--- config.mk ---
export PLATFORM = sky130hd
export DESIGN_NAME = src_classifier
export DESIGN_NICKNAME = d
export VERILOG_FILES = /design/src/verilog/src_pkg.sv /design/src/verilog/src_classifier.sv /design/src/verilog/src_lan_cam.sv
export SDC_FILE = /design/constraint.sdc
export NUM_CORES = 1
export LEC_CHECK = 0
export BUFFER_PORTS_ARGS = -buffer_cell sky130_fd_sc_hd__buf_2
export CAP_MARGIN = 20
export CORE_AREA = 2 2 179 251
export CTS_BUF_LIST = sky130_fd_sc_hd__clkbuf_2
export DETAILED_ROUTE_END_ITERATION = 10
export DIE_AREA = 0 0 181 253
export PLACE_DENSITY = 0.68
export SLEW_MARGIN = 40
export SYNTH_ARGS = -nofsm -noshare
export SYNTH_HDL_FRONTEND = slang
export SYNTH_SLANG_ARGS = --single-unit
--- constraint.sdc ---
create_clock -name CLK_SYS_I -period 4 [get_ports CLK_SYS_I]
set_input_delay 0.6 -clock CLK_SYS_I [delete_from_list [all_inputs] [get_ports CLK_SYS_I]]
set_output_delay 0.6 -clock CLK_SYS_I [all_outputs]
set_load 0.02 [all_outputs]
--- src/verilog/src_pkg.sv ---
// Shared constants, types and helpers for the source-route frame classifier
`default_nettype none
package src_pkg;

	// ----------------------------------------
	// Register map
	// ----------------------------------------
	localparam int unsigned ADDR_W          = 4;
	localparam logic [3:0]  OFS_HOP_LIMITS  = 4'h0;
	localparam logic [3:0]  OFS_LAN_CFG     = 4'h4;
	localparam logic [3:0]  OFS_FRAME_STATS = 4'h8;
	localparam logic [3:0]  OFS_LAST_ROUTE  = 4'hc;

	localparam logic [31:0] RST_HOP_LIMITS  = 32'h0000_0707;
	localparam logic [31:0] RST_LAN_CFG     = 32'h0000_0000;

	// Field positions
	localparam int unsigned HOP_ARE_LSB     = 0;
	localparam int unsigned HOP_STE_LSB     = 8;
	localparam int unsigned CFG_INGRESS_LSB = 0;
	localparam int unsigned CFG_EGRESS_LSB  = 12;
	localparam int unsigned CFG_BN_LSB      = 24;
	localparam int unsigned CFG_TREE_FWD    = 28;
	localparam int unsigned STAT_DROP_LSB   = 16;
	localparam int unsigned LAST_EGR_LSB    = 12;
	localparam int unsigned LAST_CLS_LSB    = 24;

	// ----------------------------------------
	// Routing information layout
	// ----------------------------------------
	localparam int unsigned LAN_W           = 12;
	localparam int unsigned BN_W            = 4;
	localparam int unsigned HOP_W           = 4;
	localparam int unsigned LEN_W           = 5;
	localparam int unsigned RT_MSB          = 7;
	localparam int unsigned RT_LSB          = 5;
	localparam logic [4:0]  RI_MIN_LEN      = 5'h02;
	localparam logic [4:0]  RI_MAX_LEN      = 5'h1e;
	localparam logic [4:0]  DESC_OCTETS     = 5'h02;
	localparam logic [4:0]  FIRST_HOP_EXT   = 5'h04;
	localparam int unsigned MAX_DESC        = 14;
	localparam int unsigned CAM_PTR_W       = 4;

	typedef enum logic [1:0] {
		CLS_NON_ROUTED,
		CLS_SPECIFIC,
		CLS_ALL_ROUTES,
		CLS_TREE
	} src_class_t;

	typedef struct packed {
		logic       valid;
		logic       sof;
		logic       eof;
		logic       routing_info_present;
		logic [7:0] data;
	} src_rx_beat_t;

	typedef struct packed {
		logic       valid;
		logic       sof;
		logic       eof;
		logic [7:0] data;
		logic       drop;
		logic       fcs_recalc;
		src_class_t cls;
	} src_tx_beat_t;

	typedef struct packed {
		logic [LAN_W-1:0] ingress_lan_id;
		logic [LAN_W-1:0] egress_lan_id;
	} src_route_ids_t;

	// Routing type field to frame class
	function automatic src_class_t classify(input logic [2:0] routing_type_field);
		if (!routing_type_field[2]) begin
			classify = CLS_SPECIFIC;
		end else if (routing_type_field[1]) begin
			classify = CLS_TREE;
		end else begin
			classify = CLS_ALL_ROUTES;
		end
	endfunction

	function automatic logic is_explorer(input src_class_t c);
		is_explorer = (c == CLS_ALL_ROUTES) || (c == CLS_TREE);
	endfunction

endpackage
`default_nettype wire
--- src/verilog/src_classifier.sv ---
// Source-route frame classifier: parses routing information and rewrites explorers
//
// Decided for this implementation: the plain strobed port and the placing of the registers.
`timescale 1ns/1ps
`default_nettype none
//
// Behaviour
// - A frame flagged as carrying routing information is handled on the source-routing path.
// - A frame without routing information is passed through untouched as a non-routed frame.
// - Routing type 10x marks an all-routes explorer.
// - Routing type 11x marks a spanning-tree explorer.
// - Routing type 0xx marks a specifically routed frame.
// - The first two octets of the routing information are parsed as the route control field.
// - Each following pair of octets is parsed as a LAN identifier plus a bridge number.
// - All-routes explorers are forwarded whatever the tree forwarding state of the port.
// - Spanning-tree explorers are forwarded only when the port is tree-designated.
// - Forwarded explorers get this bridge's route descriptor appended.
// - A programmable descriptor limit applies to all-routes explorers.
// - A separate programmable descriptor limit applies to spanning-tree explorers.
// - Ingress and egress LAN identifiers are recorded for every routed frame.
// - A routed frame naming the same LAN twice is discarded.
// - Forwarded explorers are flagged for frame check sequence recalculation.
// - Frames leave in their order of arrival.
module src_classifier (
	input  wire logic                          CLK_SYS_I,
	input  wire logic                          RESET_N_I,
	input  wire logic [src_pkg::ADDR_W-1:0]    REG_ADDR_I,
	input  wire logic [31:0]                   REG_WDATA_I,
	input  wire logic                          REG_WR_I,
	input  wire logic                          REG_RD_I,
	output logic      [31:0]                   REG_RDATA_O,
	input  wire src_pkg::src_rx_beat_t         RX_BEAT_I,
	output logic                               RX_READY_O,
	output src_pkg::src_tx_beat_t              TX_BEAT_O,
	output src_pkg::src_route_ids_t            ROUTE_IDS_O
);

	typedef enum logic [2:0] {
		ST_IDLE,
		ST_RC_FLAGS,
		ST_DESC,
		ST_INSERT,
		ST_PAYLOAD
	} src_state_t;

	// ----------------------------------------
	// Registers
	// ----------------------------------------
	logic [31:0]                 hop_limits_q;
	logic [31:0]                 lan_cfg_q;
	logic [15:0]                 fwd_cnt_q;
	logic [15:0]                 drop_cnt_q;
	logic [31:0]                 rdata_q;
	src_pkg::src_route_ids_t     route_ids_q;
	src_pkg::src_class_t         last_cls_q;

	logic [src_pkg::LAN_W-1:0]   cfg_ingress;
	logic [src_pkg::LAN_W-1:0]   cfg_egress;
	logic [src_pkg::BN_W-1:0]    cfg_bn;
	logic                        cfg_tree_fwd;
	logic [src_pkg::HOP_W-1:0]   lim_are;
	logic [src_pkg::HOP_W-1:0]   lim_ste;

	assign cfg_ingress  = lan_cfg_q[src_pkg::CFG_INGRESS_LSB +: src_pkg::LAN_W];
	assign cfg_egress   = lan_cfg_q[src_pkg::CFG_EGRESS_LSB +: src_pkg::LAN_W];
	assign cfg_bn       = lan_cfg_q[src_pkg::CFG_BN_LSB +: src_pkg::BN_W];
	assign cfg_tree_fwd = lan_cfg_q[src_pkg::CFG_TREE_FWD];
	assign lim_are      = hop_limits_q[src_pkg::HOP_ARE_LSB +: src_pkg::HOP_W];
	assign lim_ste      = hop_limits_q[src_pkg::HOP_STE_LSB +: src_pkg::HOP_W];

	always_ff @(posedge CLK_SYS_I or negedge RESET_N_I) begin
		if (!RESET_N_I) begin
			hop_limits_q <= src_pkg::RST_HOP_LIMITS;
			lan_cfg_q    <= src_pkg::RST_LAN_CFG;
		end else if (REG_WR_I) begin
			if (REG_ADDR_I == src_pkg::OFS_HOP_LIMITS) begin
				hop_limits_q <= REG_WDATA_I & 32'h0000_0f0f;
			end
			if (REG_ADDR_I == src_pkg::OFS_LAN_CFG) begin
				lan_cfg_q <= REG_WDATA_I & 32'h1fff_ffff;
			end
		end
	end

	always_ff @(posedge CLK_SYS_I or negedge RESET_N_I) begin
		if (!RESET_N_I) begin
			rdata_q <= 32'h0000_0000;
		end else if (REG_RD_I) begin
			unique case (REG_ADDR_I)
				src_pkg::OFS_HOP_LIMITS:  rdata_q <= hop_limits_q;
				src_pkg::OFS_LAN_CFG:     rdata_q <= lan_cfg_q;
				src_pkg::OFS_FRAME_STATS: rdata_q <= {drop_cnt_q, fwd_cnt_q};
				src_pkg::OFS_LAST_ROUTE:  rdata_q <= {6'h00, last_cls_q,
					route_ids_q.egress_lan_id, route_ids_q.ingress_lan_id};
				default:                  rdata_q <= 32'h0000_0000;
			endcase
		end else begin
			rdata_q <= 32'h0000_0000;
		end
	end

	assign REG_RDATA_O = rdata_q;

	// ----------------------------------------
	// Frame parser state
	// ----------------------------------------
	src_state_t                  state_q;
	src_pkg::src_class_t         cls_q;
	logic [src_pkg::LEN_W-1:0]   ri_len_q;
	logic [src_pkg::LEN_W-1:0]   ri_idx_q;
	logic [7:0]                  desc_hi_q;
	logic                        drop_q;
	logic                        dup_q;
	logic                        first_hop_q;
	logic [1:0]                  ins_cnt_q;
	src_pkg::src_tx_beat_t       tx_q;

	logic                        acc;
	logic [2:0]                  rt;
	logic [src_pkg::LEN_W-1:0]   len;
	src_pkg::src_class_t         cls_new;
	logic                        expl_new;
	logic [src_pkg::LEN_W-1:0]   ext;
	logic [src_pkg::LEN_W:0]     new_len;
	logic [src_pkg::HOP_W-1:0]   hops;
	logic                        drop_new;
	logic                        last_desc;
	logic                        explorer;
	logic [1:0]                  ins_idx;
	logic [7:0]                  ins_byte;
	logic                        ins_last;
	logic                        cam_clear;
	logic                        cam_look;
	logic                        cam_write;
	logic [src_pkg::LAN_W-1:0]   cam_key;
	logic                        cam_hit;
	logic                        eof_drop;

	assign RX_READY_O = (state_q != ST_INSERT);
	assign acc        = RX_BEAT_I.valid && RX_READY_O;
	assign rt         = RX_BEAT_I.data[src_pkg::RT_MSB:src_pkg::RT_LSB];
	assign len        = RX_BEAT_I.data[src_pkg::LEN_W-1:0];
	assign explorer   = src_pkg::is_explorer(cls_q);

	// Route control decode on the first octet
	always_comb begin
		cls_new  = src_pkg::classify(rt);
		expl_new = src_pkg::is_explorer(cls_new);
		ext      = (len == src_pkg::RI_MIN_LEN) ? src_pkg::FIRST_HOP_EXT
			: src_pkg::DESC_OCTETS;
		new_len  = {1'b0, len} + (expl_new ? {1'b0, ext} : 6'h00);
		hops     = 4'((len - src_pkg::RI_MIN_LEN) >> 1);
		drop_new = len[0] || (len < src_pkg::RI_MIN_LEN)
			|| (new_len > {1'b0, src_pkg::RI_MAX_LEN});
		if ((cls_new == src_pkg::CLS_ALL_ROUTES) && (hops >= lim_are)) begin
			drop_new = 1'b1;
		end
		if ((cls_new == src_pkg::CLS_TREE) && (hops >= lim_ste)) begin
			drop_new = 1'b1;
		end
		if ((cls_new == src_pkg::CLS_TREE) && !cfg_tree_fwd) begin
			drop_new = 1'b1;
		end
	end

	assign last_desc = (ri_idx_q == (ri_len_q - 5'h01));

	// Inserted descriptor octets: own ingress hop first on an empty route
	always_comb begin
		ins_idx = first_hop_q ? ins_cnt_q : (ins_cnt_q + 2'h2);
		ins_last = (ins_cnt_q == (first_hop_q ? 2'h3 : 2'h1));
		unique case (ins_idx)
			2'h0: ins_byte = cfg_ingress[src_pkg::LAN_W-1:4];
			2'h1: ins_byte = {cfg_ingress[3:0], cfg_bn};
			2'h2: ins_byte = cfg_egress[src_pkg::LAN_W-1:4];
			2'h3: ins_byte = {cfg_egress[3:0], 4'h0};
		endcase
	end

	// Repeat LAN detection
	always_comb begin
		cam_clear = acc && RX_BEAT_I.sof;
		cam_look  = 1'b0;
		cam_write = 1'b0;
		cam_key   = {desc_hi_q, RX_BEAT_I.data[7:4]};
		if ((state_q == ST_DESC) && acc && ri_idx_q[0]) begin
			cam_look  = 1'b1;
			cam_write = 1'b1;
		end
		if ((state_q == ST_INSERT) && (ins_cnt_q == 2'h0)) begin
			cam_look = 1'b1;
			cam_key  = cfg_egress;
		end
	end

	src_lan_cam u_lan_cam (
		.CLK_SYS_I (CLK_SYS_I),
		.RESET_N_I (RESET_N_I),
		.clear_i   (cam_clear),
		.look_i    (cam_look),
		.write_i   (cam_write),
		.key_i     (cam_key),
		.hit_o     (cam_hit)
	);

	always_ff @(posedge CLK_SYS_I or negedge RESET_N_I) begin
		if (!RESET_N_I) begin
			dup_q <= 1'b0;
		end else if (cam_clear) begin
			dup_q <= 1'b0;
		end else if (cam_hit) begin
			dup_q <= 1'b1;
		end
	end

	// ----------------------------------------
	// Parser sequence
	// ----------------------------------------
	always_ff @(posedge CLK_SYS_I or negedge RESET_N_I) begin
		if (!RESET_N_I) begin
			state_q     <= ST_IDLE;
			cls_q       <= src_pkg::CLS_NON_ROUTED;
			ri_len_q    <= '0;
			ri_idx_q    <= '0;
			desc_hi_q   <= 8'h00;
			drop_q      <= 1'b0;
			first_hop_q <= 1'b0;
			ins_cnt_q   <= 2'h0;
		end else begin
			unique case (state_q)
				ST_IDLE: begin
					if (acc && RX_BEAT_I.sof && !RX_BEAT_I.eof) begin
						if (RX_BEAT_I.routing_info_present) begin
							cls_q       <= cls_new;
							ri_len_q    <= len;
							ri_idx_q    <= 5'h01;
							drop_q      <= drop_new;
							first_hop_q <= (len == src_pkg::RI_MIN_LEN);
							state_q     <= ST_RC_FLAGS;
						end else begin
							cls_q   <= src_pkg::CLS_NON_ROUTED;
							drop_q  <= 1'b0;
							state_q <= ST_PAYLOAD;
						end
					end
				end
				ST_RC_FLAGS: begin
					if (acc) begin
						ri_idx_q  <= 5'h02;
						ins_cnt_q <= 2'h0;
						if (RX_BEAT_I.eof) begin
							state_q <= ST_IDLE;
						end else if (ri_len_q == src_pkg::RI_MIN_LEN) begin
							state_q <= explorer ? ST_INSERT : ST_PAYLOAD;
						end else begin
							state_q <= ST_DESC;
						end
					end
				end
				ST_DESC: begin
					if (acc) begin
						ri_idx_q <= ri_idx_q + 5'h01;
						if (!ri_idx_q[0]) begin
							desc_hi_q <= RX_BEAT_I.data;
						end
						if (RX_BEAT_I.eof) begin
							state_q <= ST_IDLE;
						end else if (last_desc) begin
							state_q <= explorer ? ST_INSERT : ST_PAYLOAD;
						end
					end
				end
				ST_INSERT: begin
					ins_cnt_q <= ins_cnt_q + 2'h1;
					if (ins_last) begin
						state_q <= ST_PAYLOAD;
					end
				end
				ST_PAYLOAD: begin
					if (acc && RX_BEAT_I.eof) begin
						state_q <= ST_IDLE;
					end
				end
			endcase
		end
	end

	// Truncated routing information or any failed check drops the frame
	assign eof_drop = drop_q || dup_q || cam_hit || (state_q != ST_PAYLOAD);

	// ----------------------------------------
	// Output stream, one register stage in arrival order
	// ----------------------------------------
	always_ff @(posedge CLK_SYS_I or negedge RESET_N_I) begin
		if (!RESET_N_I) begin
			tx_q <= '0;
		end else begin
			tx_q.valid      <= acc || (state_q == ST_INSERT);
			tx_q.sof        <= acc && RX_BEAT_I.sof;
			tx_q.eof        <= acc && RX_BEAT_I.eof;
			tx_q.data       <= RX_BEAT_I.data;
			tx_q.drop       <= 1'b0;
			tx_q.fcs_recalc <= 1'b0;
			tx_q.cls        <= cls_q;
			if (state_q == ST_INSERT) begin
				tx_q.data <= ins_byte;
			end else if (acc && (state_q == ST_IDLE)) begin
				tx_q.cls <= RX_BEAT_I.routing_info_present ? cls_new
					: src_pkg::CLS_NON_ROUTED;
				if (RX_BEAT_I.routing_info_present && expl_new) begin
					tx_q.data <= {rt, new_len[src_pkg::LEN_W-1:0]};
				end
				if (RX_BEAT_I.eof) begin
					tx_q.drop <= RX_BEAT_I.routing_info_present;
				end
			end else if (acc && (state_q == ST_DESC) && last_desc && explorer) begin
				tx_q.data <= {RX_BEAT_I.data[7:4], cfg_bn};
			end
			if (acc && RX_BEAT_I.eof && (state_q != ST_IDLE)) begin
				tx_q.drop       <= eof_drop;
				tx_q.fcs_recalc <= explorer && !eof_drop;
			end
		end
	end

	assign TX_BEAT_O = tx_q;

	// ----------------------------------------
	// Route record and frame counters
	// ----------------------------------------
	always_ff @(posedge CLK_SYS_I or negedge RESET_N_I) begin
		if (!RESET_N_I) begin
			route_ids_q <= '0;
			last_cls_q  <= src_pkg::CLS_NON_ROUTED;
		end else if (acc && RX_BEAT_I.sof && RX_BEAT_I.routing_info_present) begin
			route_ids_q.ingress_lan_id <= cfg_ingress;
			route_ids_q.egress_lan_id  <= cfg_egress;
			last_cls_q                 <= cls_new;
		end
	end

	assign ROUTE_IDS_O = route_ids_q;

	always_ff @(posedge CLK_SYS_I or negedge RESET_N_I) begin
		if (!RESET_N_I) begin
			fwd_cnt_q  <= 16'h0000;
			drop_cnt_q <= 16'h0000;
		end else if (tx_q.valid && tx_q.eof) begin
			if (tx_q.drop) begin
				drop_cnt_q <= drop_cnt_q + 16'h0001;
			end else begin
				fwd_cnt_q <= fwd_cnt_q + 16'h0001;
			end
		end
	end

endmodule
`default_nettype wire

--- src/verilog/src_lan_cam.sv ---
// Small LAN identifier store with parallel match for repeat detection
`timescale 1ns/1ps
`default_nettype none
module src_lan_cam (
	input  wire logic                             CLK_SYS_I,
	input  wire logic                             RESET_N_I,
	input  wire logic                             clear_i,
	input  wire logic                             look_i,
	input  wire logic                             write_i,
	input  wire logic [src_pkg::LAN_W-1:0]        key_i,
	output logic                                  hit_o
);

	logic [src_pkg::LAN_W-1:0]     entry_q [src_pkg::MAX_DESC];
	logic [src_pkg::MAX_DESC-1:0]  used_q;
	logic [src_pkg::CAM_PTR_W-1:0] wr_ptr_q;
	logic                          hit_q;
	logic                          match;

	always_comb begin
		match = 1'b0;
		for (int i = 0; i < src_pkg::MAX_DESC; i++) begin
			if (used_q[i] && (entry_q[i] == key_i)) begin
				match = 1'b1;
			end
		end
	end

	// Match result comes out of a register
	always_ff @(posedge CLK_SYS_I or negedge RESET_N_I) begin
		if (!RESET_N_I) begin
			hit_q <= 1'b0;
		end else begin
			hit_q <= look_i & match & ~clear_i;
		end
	end

	always_ff @(posedge CLK_SYS_I or negedge RESET_N_I) begin
		if (!RESET_N_I) begin
			used_q   <= '0;
			wr_ptr_q <= '0;
		end else if (clear_i) begin
			used_q   <= '0;
			wr_ptr_q <= '0;
		end else if (write_i && (wr_ptr_q < 4'(src_pkg::MAX_DESC))) begin
			used_q[wr_ptr_q] <= 1'b1;
			wr_ptr_q         <= wr_ptr_q + 4'h1;
		end
	end

	always_ff @(posedge CLK_SYS_I) begin
		if (write_i && !clear_i && (wr_ptr_q < 4'(src_pkg::MAX_DESC))) begin
			entry_q[wr_ptr_q] <= key_i;
		end
	end

	assign hit_o = hit_q;

endmodule
`default_nettype wire

==> flow_summary.json, run 1 <==
{
  "overflow": 0,
  "wl_met2_mm": 27.6,
  "pre_cts_slack_ns": 0.800,
  "worst_pin_slew_ns": 0.832,
  "grt_max_degree": 80,
  "routabilityCongestion": 0.943,
  "skew_ns": 0.100,
  "drt_wl_total_mm": 55.3,
  "track_usage_pct": 24.1,
  "area_delta_synth_final_pct": 15.5,
  "slew_violations": 0,
  "synth_top_family_by_area": "compound AO/OA/AOI/OAI gates",
  "async_reset_ff_share_pct": 52.9,
  "syn_nets": 1534,
  "die_y_um": 253,
  "dp_hpwl_mm": 37.9,
  "p_per_area_nw_per_um2": 533,
  "final.fill_count": 4065,
  "initial_core_util_pct": 39.5,
  "syn_inst": 1459,
  "finalHoldViolCount": 0,
  "synthMuxAreaShare_pct": 5.75,
  "syn_area_um2": 17300,
  "htreeDepth": 3,
  "grt_pass1_wl_mm": 82.4,
  "dr.max_layer_used": "met4",
  "cts.repair.resized": 0,
  "yosys.area_share.simple_pct": 9.41,
  "fmax_mhz": 283,
  "die_w_um": 181,
  "antenna_found_initial": 1,
  "fin_tns_setup_ns": 0,
  "first_iter_violations": 1374,
  "cts_tree": "yes",
  "period_share_pct": 88.3,
  "path_max_fanout": 15,
  "dominantRegCellSynth": "dfrtp_1",
  "antenna_left": 0,
  "nets": 1770,
  "required_ns": 3.40,
  "drv_cap": 0,
  "synth-edff-count": 168,
  "final_cell_mix": "dfrtp_1, edfxtp_1, xnor2_1",
  "grt_pass1_vias": 13571,
  "drc": 0,
  "final_common_cell": "dfrtp_1",
  "ys_warn_count": 0,
  "worst_slack_ns": 0.467,
  "status": "finished, final reports clean",
  "switching_share_pct": 39.6,
  "period_minus_slack_ns": 3.53,
  "p_clk_share_pct": 22.0,
  "dieArea_um2": 45800,
  "clock_latency_ns": 1.07,
  "ir_drop_uv": 193,
  "relSlewSlack_pct": 44.5,
  "viasPerCell": 5.76,
  "drt-met1-wl_mm": 19.4,
  "wl_met3_mm": 4.45,
  "cp.arrival_ns": 2.93,
  "ys_ff_latch": 357,
  "clock_path_buffers": 3,
  "leakage_uw": 0.00817,
  "crit_type": "flip-flop to output port",
  "rsz0062_at_grt": "no",
  "seq_power_share_pct": 47.6,
  "netSwitchingPower_uw": 4210,
  "portBuffers": 120,
  "crit_path_end_kind": "output port",
  "synth_xor_area_share_pct": 10.8,
  "p_int_uw": 6420,
  "clockRootBuffer": "clkbuf_2",
  "synthAdderAreaFrac_pct": 1.71,
  "num_rows": 91,
  "yosysSeqAreaShare_pct": 56.7,
  "combPwrFrac_pct": 30.4,
  "syn_avg_cell_area_um2": 11.8,
  "synth_compound_area_share_pct": 12.0,
  "worstHoldPathType": "primary input to flip-flop",
  "finalSetupViolCount": 0,
  "cp-start-kind": "flip-flop",
  "cts_buffers": 83,
  "core_area_um2": 43700,
  "synth_cell_types": 73,
  "drive_gt1_share_pct": 24.0,
  "route.vias.total": 13357,
  "ios": 124,
  "drtPass1Iterations": 8,
  "route.detailed.wl_per_inst_um": 23.9,
  "clock-sinks": 357,
  "clk_pin_slew_ns": 0.12
}
==> flip-flops by register name (all words and copies together) (netlist names), 2 cells and up <==
name / count
drop_cnt_q: 16
last_cls_q: 2
lan_cfg_q: 29
desc_hi_q: 8
ins_cnt_q: 2
TX_BEAT_O: 15
hop_limits_q: 8
ROUTE_IDS_O: 24
u_lan_cam.wr_ptr_q: 4
REG_RDATA_O: 32
fwd_cnt_q: 16
state_q: 3
u_lan_cam.used_q: 14
u_lan_cam.entry_q: 168
ri_len_q: 5
ri_idx_q: 5
cls_q: 2
==> critical path: stages (launching register included) <==
cell,delay [ns]
dfrtp_1,0.57
nor2b_1,0.23
and2_1,0.53
clkinv_1,0.21
buf_4,0.22
buf_2,0.17
==> Yosys cell counts, drive strengths merged, types with 5 or more instances <==
cell type | number | area (um2)
dfrtp | 183 | 4580
edfxtp | 168 | 5040
xnor2 | 132 | 1160
nand2 | 96 | 360
xor2 | 81 | 709
inv | 72 | 270
o21ai | 69 | 345
a21oi | 62 | 314
nor2 | 61 | 229
mux2 | 59 | 664
a22oi | 48 | 360
clkbuf | 46 | 173
nand3 | 36 | 185
nor4 | 32 | 200
buf | 31 | 169
nor3 | 31 | 155
o22ai | 25 | 156
ha | 22 | 275
nand4 | 19 | 119
a21o | 18 | 135
mux2i | 16 | 238
o221ai | 16 | 140
and3 | 15 | 93.8
a2111oi | 9 | 125
a221oi | 7 | 61.3
a31oi | 7 | 43.8
nand2b | 7 | 43.8
nor2b | 7 | 43.8
dfstp | 6 | 158
o2111ai | 6 | 52.6
a211oi | 5 | 37.5
a32oi | 5 | 43.8
==> metrics by stage <==
step | std cells | hold slack [ns] | cell area, um2 | util (%) | power (uW)
6_report | 2319 | 0.0698 | 19900 | 45.6 | 10600
3_5_place_dp | 2129 | 0.455 | 18800 | 43.0 | 8250
3_3_place_gp | 2129 | 0.458 | 18800 | 43.0 | 8160
5_1_grt | 2319 | 0.0271 | 19900 | 45.6 | 11100
2_1_floorplan | 1459 | 0.304 | 17300 | - | 6760
4_1_cts | 2318 | 0.0134 | 19900 | 45.6 | 10600
==> area by class of cell <==
| type | instances | area (um2) | share of cell area (%) |
|---|---|---|---|
| timing repair buffer | 228 | 1540 | 7.74 |
| antenna | 1 | 2.50 | 0.0126 |
| clock inverter | 24 | 108 | 0.540 |
| inverter | 75 | 282 | 1.41 |
| tap | 558 | 698 | 3.50 |
| sequential | 357 | 9780 | 49.1 |
| multi-input combinational | 950 | 6890 | 34.6 |
| clock buffer | 126 | 631 | 3.16 |
==> power by group through the flow <==
stage               logic [uW]  registers (uW)  clock network, uW
floorplan                 1930            4830                  0
global placement          3080            5080                  0
detailed placement        3150            5110                  0
CTS                       3190            5030               2380
global route              3420            5090               2560
finish                    3230            5060               2340
==> final timing paths <==
path	depth (start not counted)	end	slack, ns	from
max	5	RX_READY_O	0.47	state_q[0]$_DFFE_PN0P_
max reg2reg	12	u_lan_cam.hit_o$_DFF_PN0_	0.61	ins_cnt_q[0]$_DFFE_PN0P_
min reg2reg	1	drop_cnt_q[15]$_DFFE_PN0P_	0.48	drop_cnt_q[15]$_DFFE_PN0P_
max in group asynchronous	3	hop_limits_q[1]$_DFFE_PN1P_	2.80	RESET_N_I
min in group asynchronous	2	lan_cfg_q[26]$_DFFE_PN0P_	0.13	RESET_N_I
min	3	state_q[0]$_DFFE_PN0P_	0.07	RX_BEAT_I[8]
==> kinds of logic (layout without fill, tap and decap cells) <==
family,count (synthesis),after routing
buffers and inverters,152,453
muxes,79,79
xor gates and xnor gates,213,213
AOI/OAI and AO/OA,306,306
and+or+nand+nor,329,329
DFF,357,357
other,0,1
adders and majority gates,23,23
==> layer usage <==
layer | track usage, % | vias to the layer above
met1 | 26.8 | 6550
met2 | 42.2 | 744
met5 | 0 | -
li1 | - | 5841
met3 | 4.26 | 222
met4 | 16.3 | 0
==> what timing repair did <==
item	CTS	global route
endpoints found under the hold margin	119	0
hold buffers	39	0
setup buffers	0	0
(Power assumes the default switching activity.)
==> run 2, diff against run 1 <==
CORE_AREA = 2 2 153 215   (was 2 2 179 251)
DIE_AREA = 0 0 155 217   (was 0 0 181 253)
PLACE_DENSITY = 0.85   (was 0.68)
==> flow_summary.json, run 2 (same netlist as run 1, synthesis figures left out) <==
{
  "status": "finished, final reports clean",
  "worst_pin_slew_ns": 0.856,
  "route.detailed.wl_per_inst_um": 25.3,
  "path_max_fanout": 24,
  "clockRootBuffer": "clkbuf_2",
  "grt_pass1_vias": 14177,
  "finalSetupViolCount": 0,
  "antenna_left": 0,
  "period_minus_slack_ns": 3.56,
  "cts_buffers": 80,
  "overflow": 0,
  "grt_max_degree": 84,
  "final.fill_count": 2322,
  "first_iter_violations": 1724,
  "fmax_mhz": 281,
  "htreeDepth": 3,
  "post-cts-setup-buffers": 0,
  "track_usage_pct": 32.3,
  "fin_tns_setup_ns": 0,
  "num_rows": 78,
  "pre_cts_slack_ns": 0.722,
  "cts.repair.resized": 0,
  "p_total_uw": 10800,
  "route.vias.total": 13992,
  "dp_cells": 1968,
  "slew_violations": 0,
  "dp_hpwl_mm": 35.7,
  "core_area_um2": 31900,
  "clock-sinks": 357,
  "crit_slowest_cell": "nor3_1",
  "largest_register": "u_lan_cam.entry_q",
  "required_ns": 4.78,
  "finalHoldViolCount": 0,
  "worstHoldPathType": "primary input to flip-flop",
  "cp.arrival_ns": 4.35,
  "routabilityCongestion": 0.962,
  "leakage_uw": 0.00814,
  "path_cells": "inv_1 -> ha_1 -> and4b_1 -> buf_4 -> a21oi_2 -> o22ai_1 -> a211o_1 -> nor3_1 -> a211oi_1 -> a311oi_2",
  "placed_area_um2": 18600,
  "critPathBufInv": 2,
  "p_per_area_nw_per_um2": 546,
  "cp-start-kind": "flip-flop",
  "design_area_um2": 19700,
  "crit_type": "flip-flop to flip-flop",
  "final_common_cell": "dfrtp_1",
  "antenna_found_initial": 3,
  "final_cells": 2152,
  "viasPerCell": 6.50,
  "max_stage_delay_ns": 0.61,
  "clock_path_buffers": 3,
  "drive_gt1_share_pct": 23.4,
  "relSlewSlack_pct": 41.8,
  "drtPass1Iterations": 9,
  "crit_path_end_kind": "flip-flop",
  "dieArea_um2": 33600,
  "clk_pin_slew_ns": 0.13,
  "final_cell_mix": "dfrtp_1, edfxtp_1, xnor2_1",
  "initial_core_util_pct": 54.1,
  "drv_cap": 0,
  "cts_tree": "yes",
  "die_y_um": 217,
  "worst_slack_ns": 0.437,
  "area_delta_synth_final_pct": 14.1,
  "clock_latency_ns": 0.99,
  "grt_pass1_wl_mm": 81.4,
  "portBuffers": 120,
  "ios": 124,
  "drc": 0,
  "rsz0062_at_grt": "no",
  "period_share_pct": 89.1,
  "nets": 1758,
  "cpLargestDelayFamily": "compound AO/OA/AOI/OAI gates",
  "drt_wl_total_mm": 54.4,
  "skew_ns": 0.118,
  "die_w_um": 155,
  "ir_drop_uv": 213,
  "largest_reg_flops": 168
}
[run 2: changes by cell type in the layout (fill, tap and decap cells not counted)]
cell           before  now
buf_4              67   64
diode_2             1    3
clkbuf_2          126  114
mux2i_4             6    5
clkinv_1           18   26
and4b_2             1    0
and4b_1             0    1
mux2i_1             6    7
inv_6               1    0
bufinv_16           0    3
dlygate4sd3_1      39   33
dfrtp_1           183  182
dfrtp_2             0    1
[run 2: worst paths after layout]
| kind | start | endpoint | slack, ns | cells past startpoint |
|---|---|---|---|---|
| max reg2reg | ins_cnt_q[1]$_DFFE_PN0P_ | u_lan_cam.hit_o$_DFF_PN0_ | 0.44 | 10 |
| min | RX_BEAT_I[11] | TX_BEAT_O[12]$_DFF_PN0_ | 0.07 | 2 |
| max | ins_cnt_q[1]$_DFFE_PN0P_ | u_lan_cam.hit_o$_DFF_PN0_ | 0.44 | 10 |
| min reg2reg | drop_cnt_q[15]$_DFFE_PN0P_ | drop_cnt_q[15]$_DFFE_PN0P_ | 0.47 | 1 |
| max in group asynchronous | RESET_N_I | REG_RDATA_O[23]$_DFF_PN0_ | 2.75 | 3 |
| min in group asynchronous | RESET_N_I | ri_len_q[4]$_DFFE_PN0P_ | 0.28 | 2 |
[run 2: layout make-up]
type	count	area, um2	share of cell area, %
timing repair buffer	219	1460	7.41
tap	400	500	2.54
clock inverter	34	219	1.11
sequential	357	9780	49.7
inverter	75	282	1.43
multi-input combinational	950	6880	34.9
antenna	3	7.51	0.0381
clock buffer	114	571	2.90
[run 2: worst register-to-register path, stage by stage, from the launching register on]
cell and delay [ns]:
dfrtp_1 0.40, inv_1 0.06, ha_1 0.19, and4b_1 0.25, buf_4 0.26, a21oi_2 0.55, o22ai_1 0.20, a211o_1 0.31
nor3_1 0.61, a211oi_1 0.20, a311oi_2 0.41
[run 2: what timing repair did]
action                                  4_1_cts  5_1_grt
endpoints found under the setup margin        0        0
hold buffers                                 33        0
hold endpoints to repair                    117        0
[run 2: through the flow]
step | utilization [%] | hold WS (ns)
detailed placement | 58.2 | 0.460
floorplan | - | 0.304
finish | 61.7 | 0.0651
global route | 61.7 | 0.0466
CTS | 61.7 | 0.0158
global placement | 58.2 | 0.458
[run 2: report_power, final]
group,switching (uW),internal [uW]
sequential,656,4390
clock,1500,972
combinational,2070,1170
[run 2: routing by layer]
metal | global-route usage [%] | wire length, um | vias up
met5 | 0 | 0 | -
met3 | 9.32 | 6170 | 380
met1 | 35.1 | 17600 | 6672
met4 | 24.5 | 4840 | 0
li1 | - | - | 5820
met2 | 53.4 | 25800 | 1120
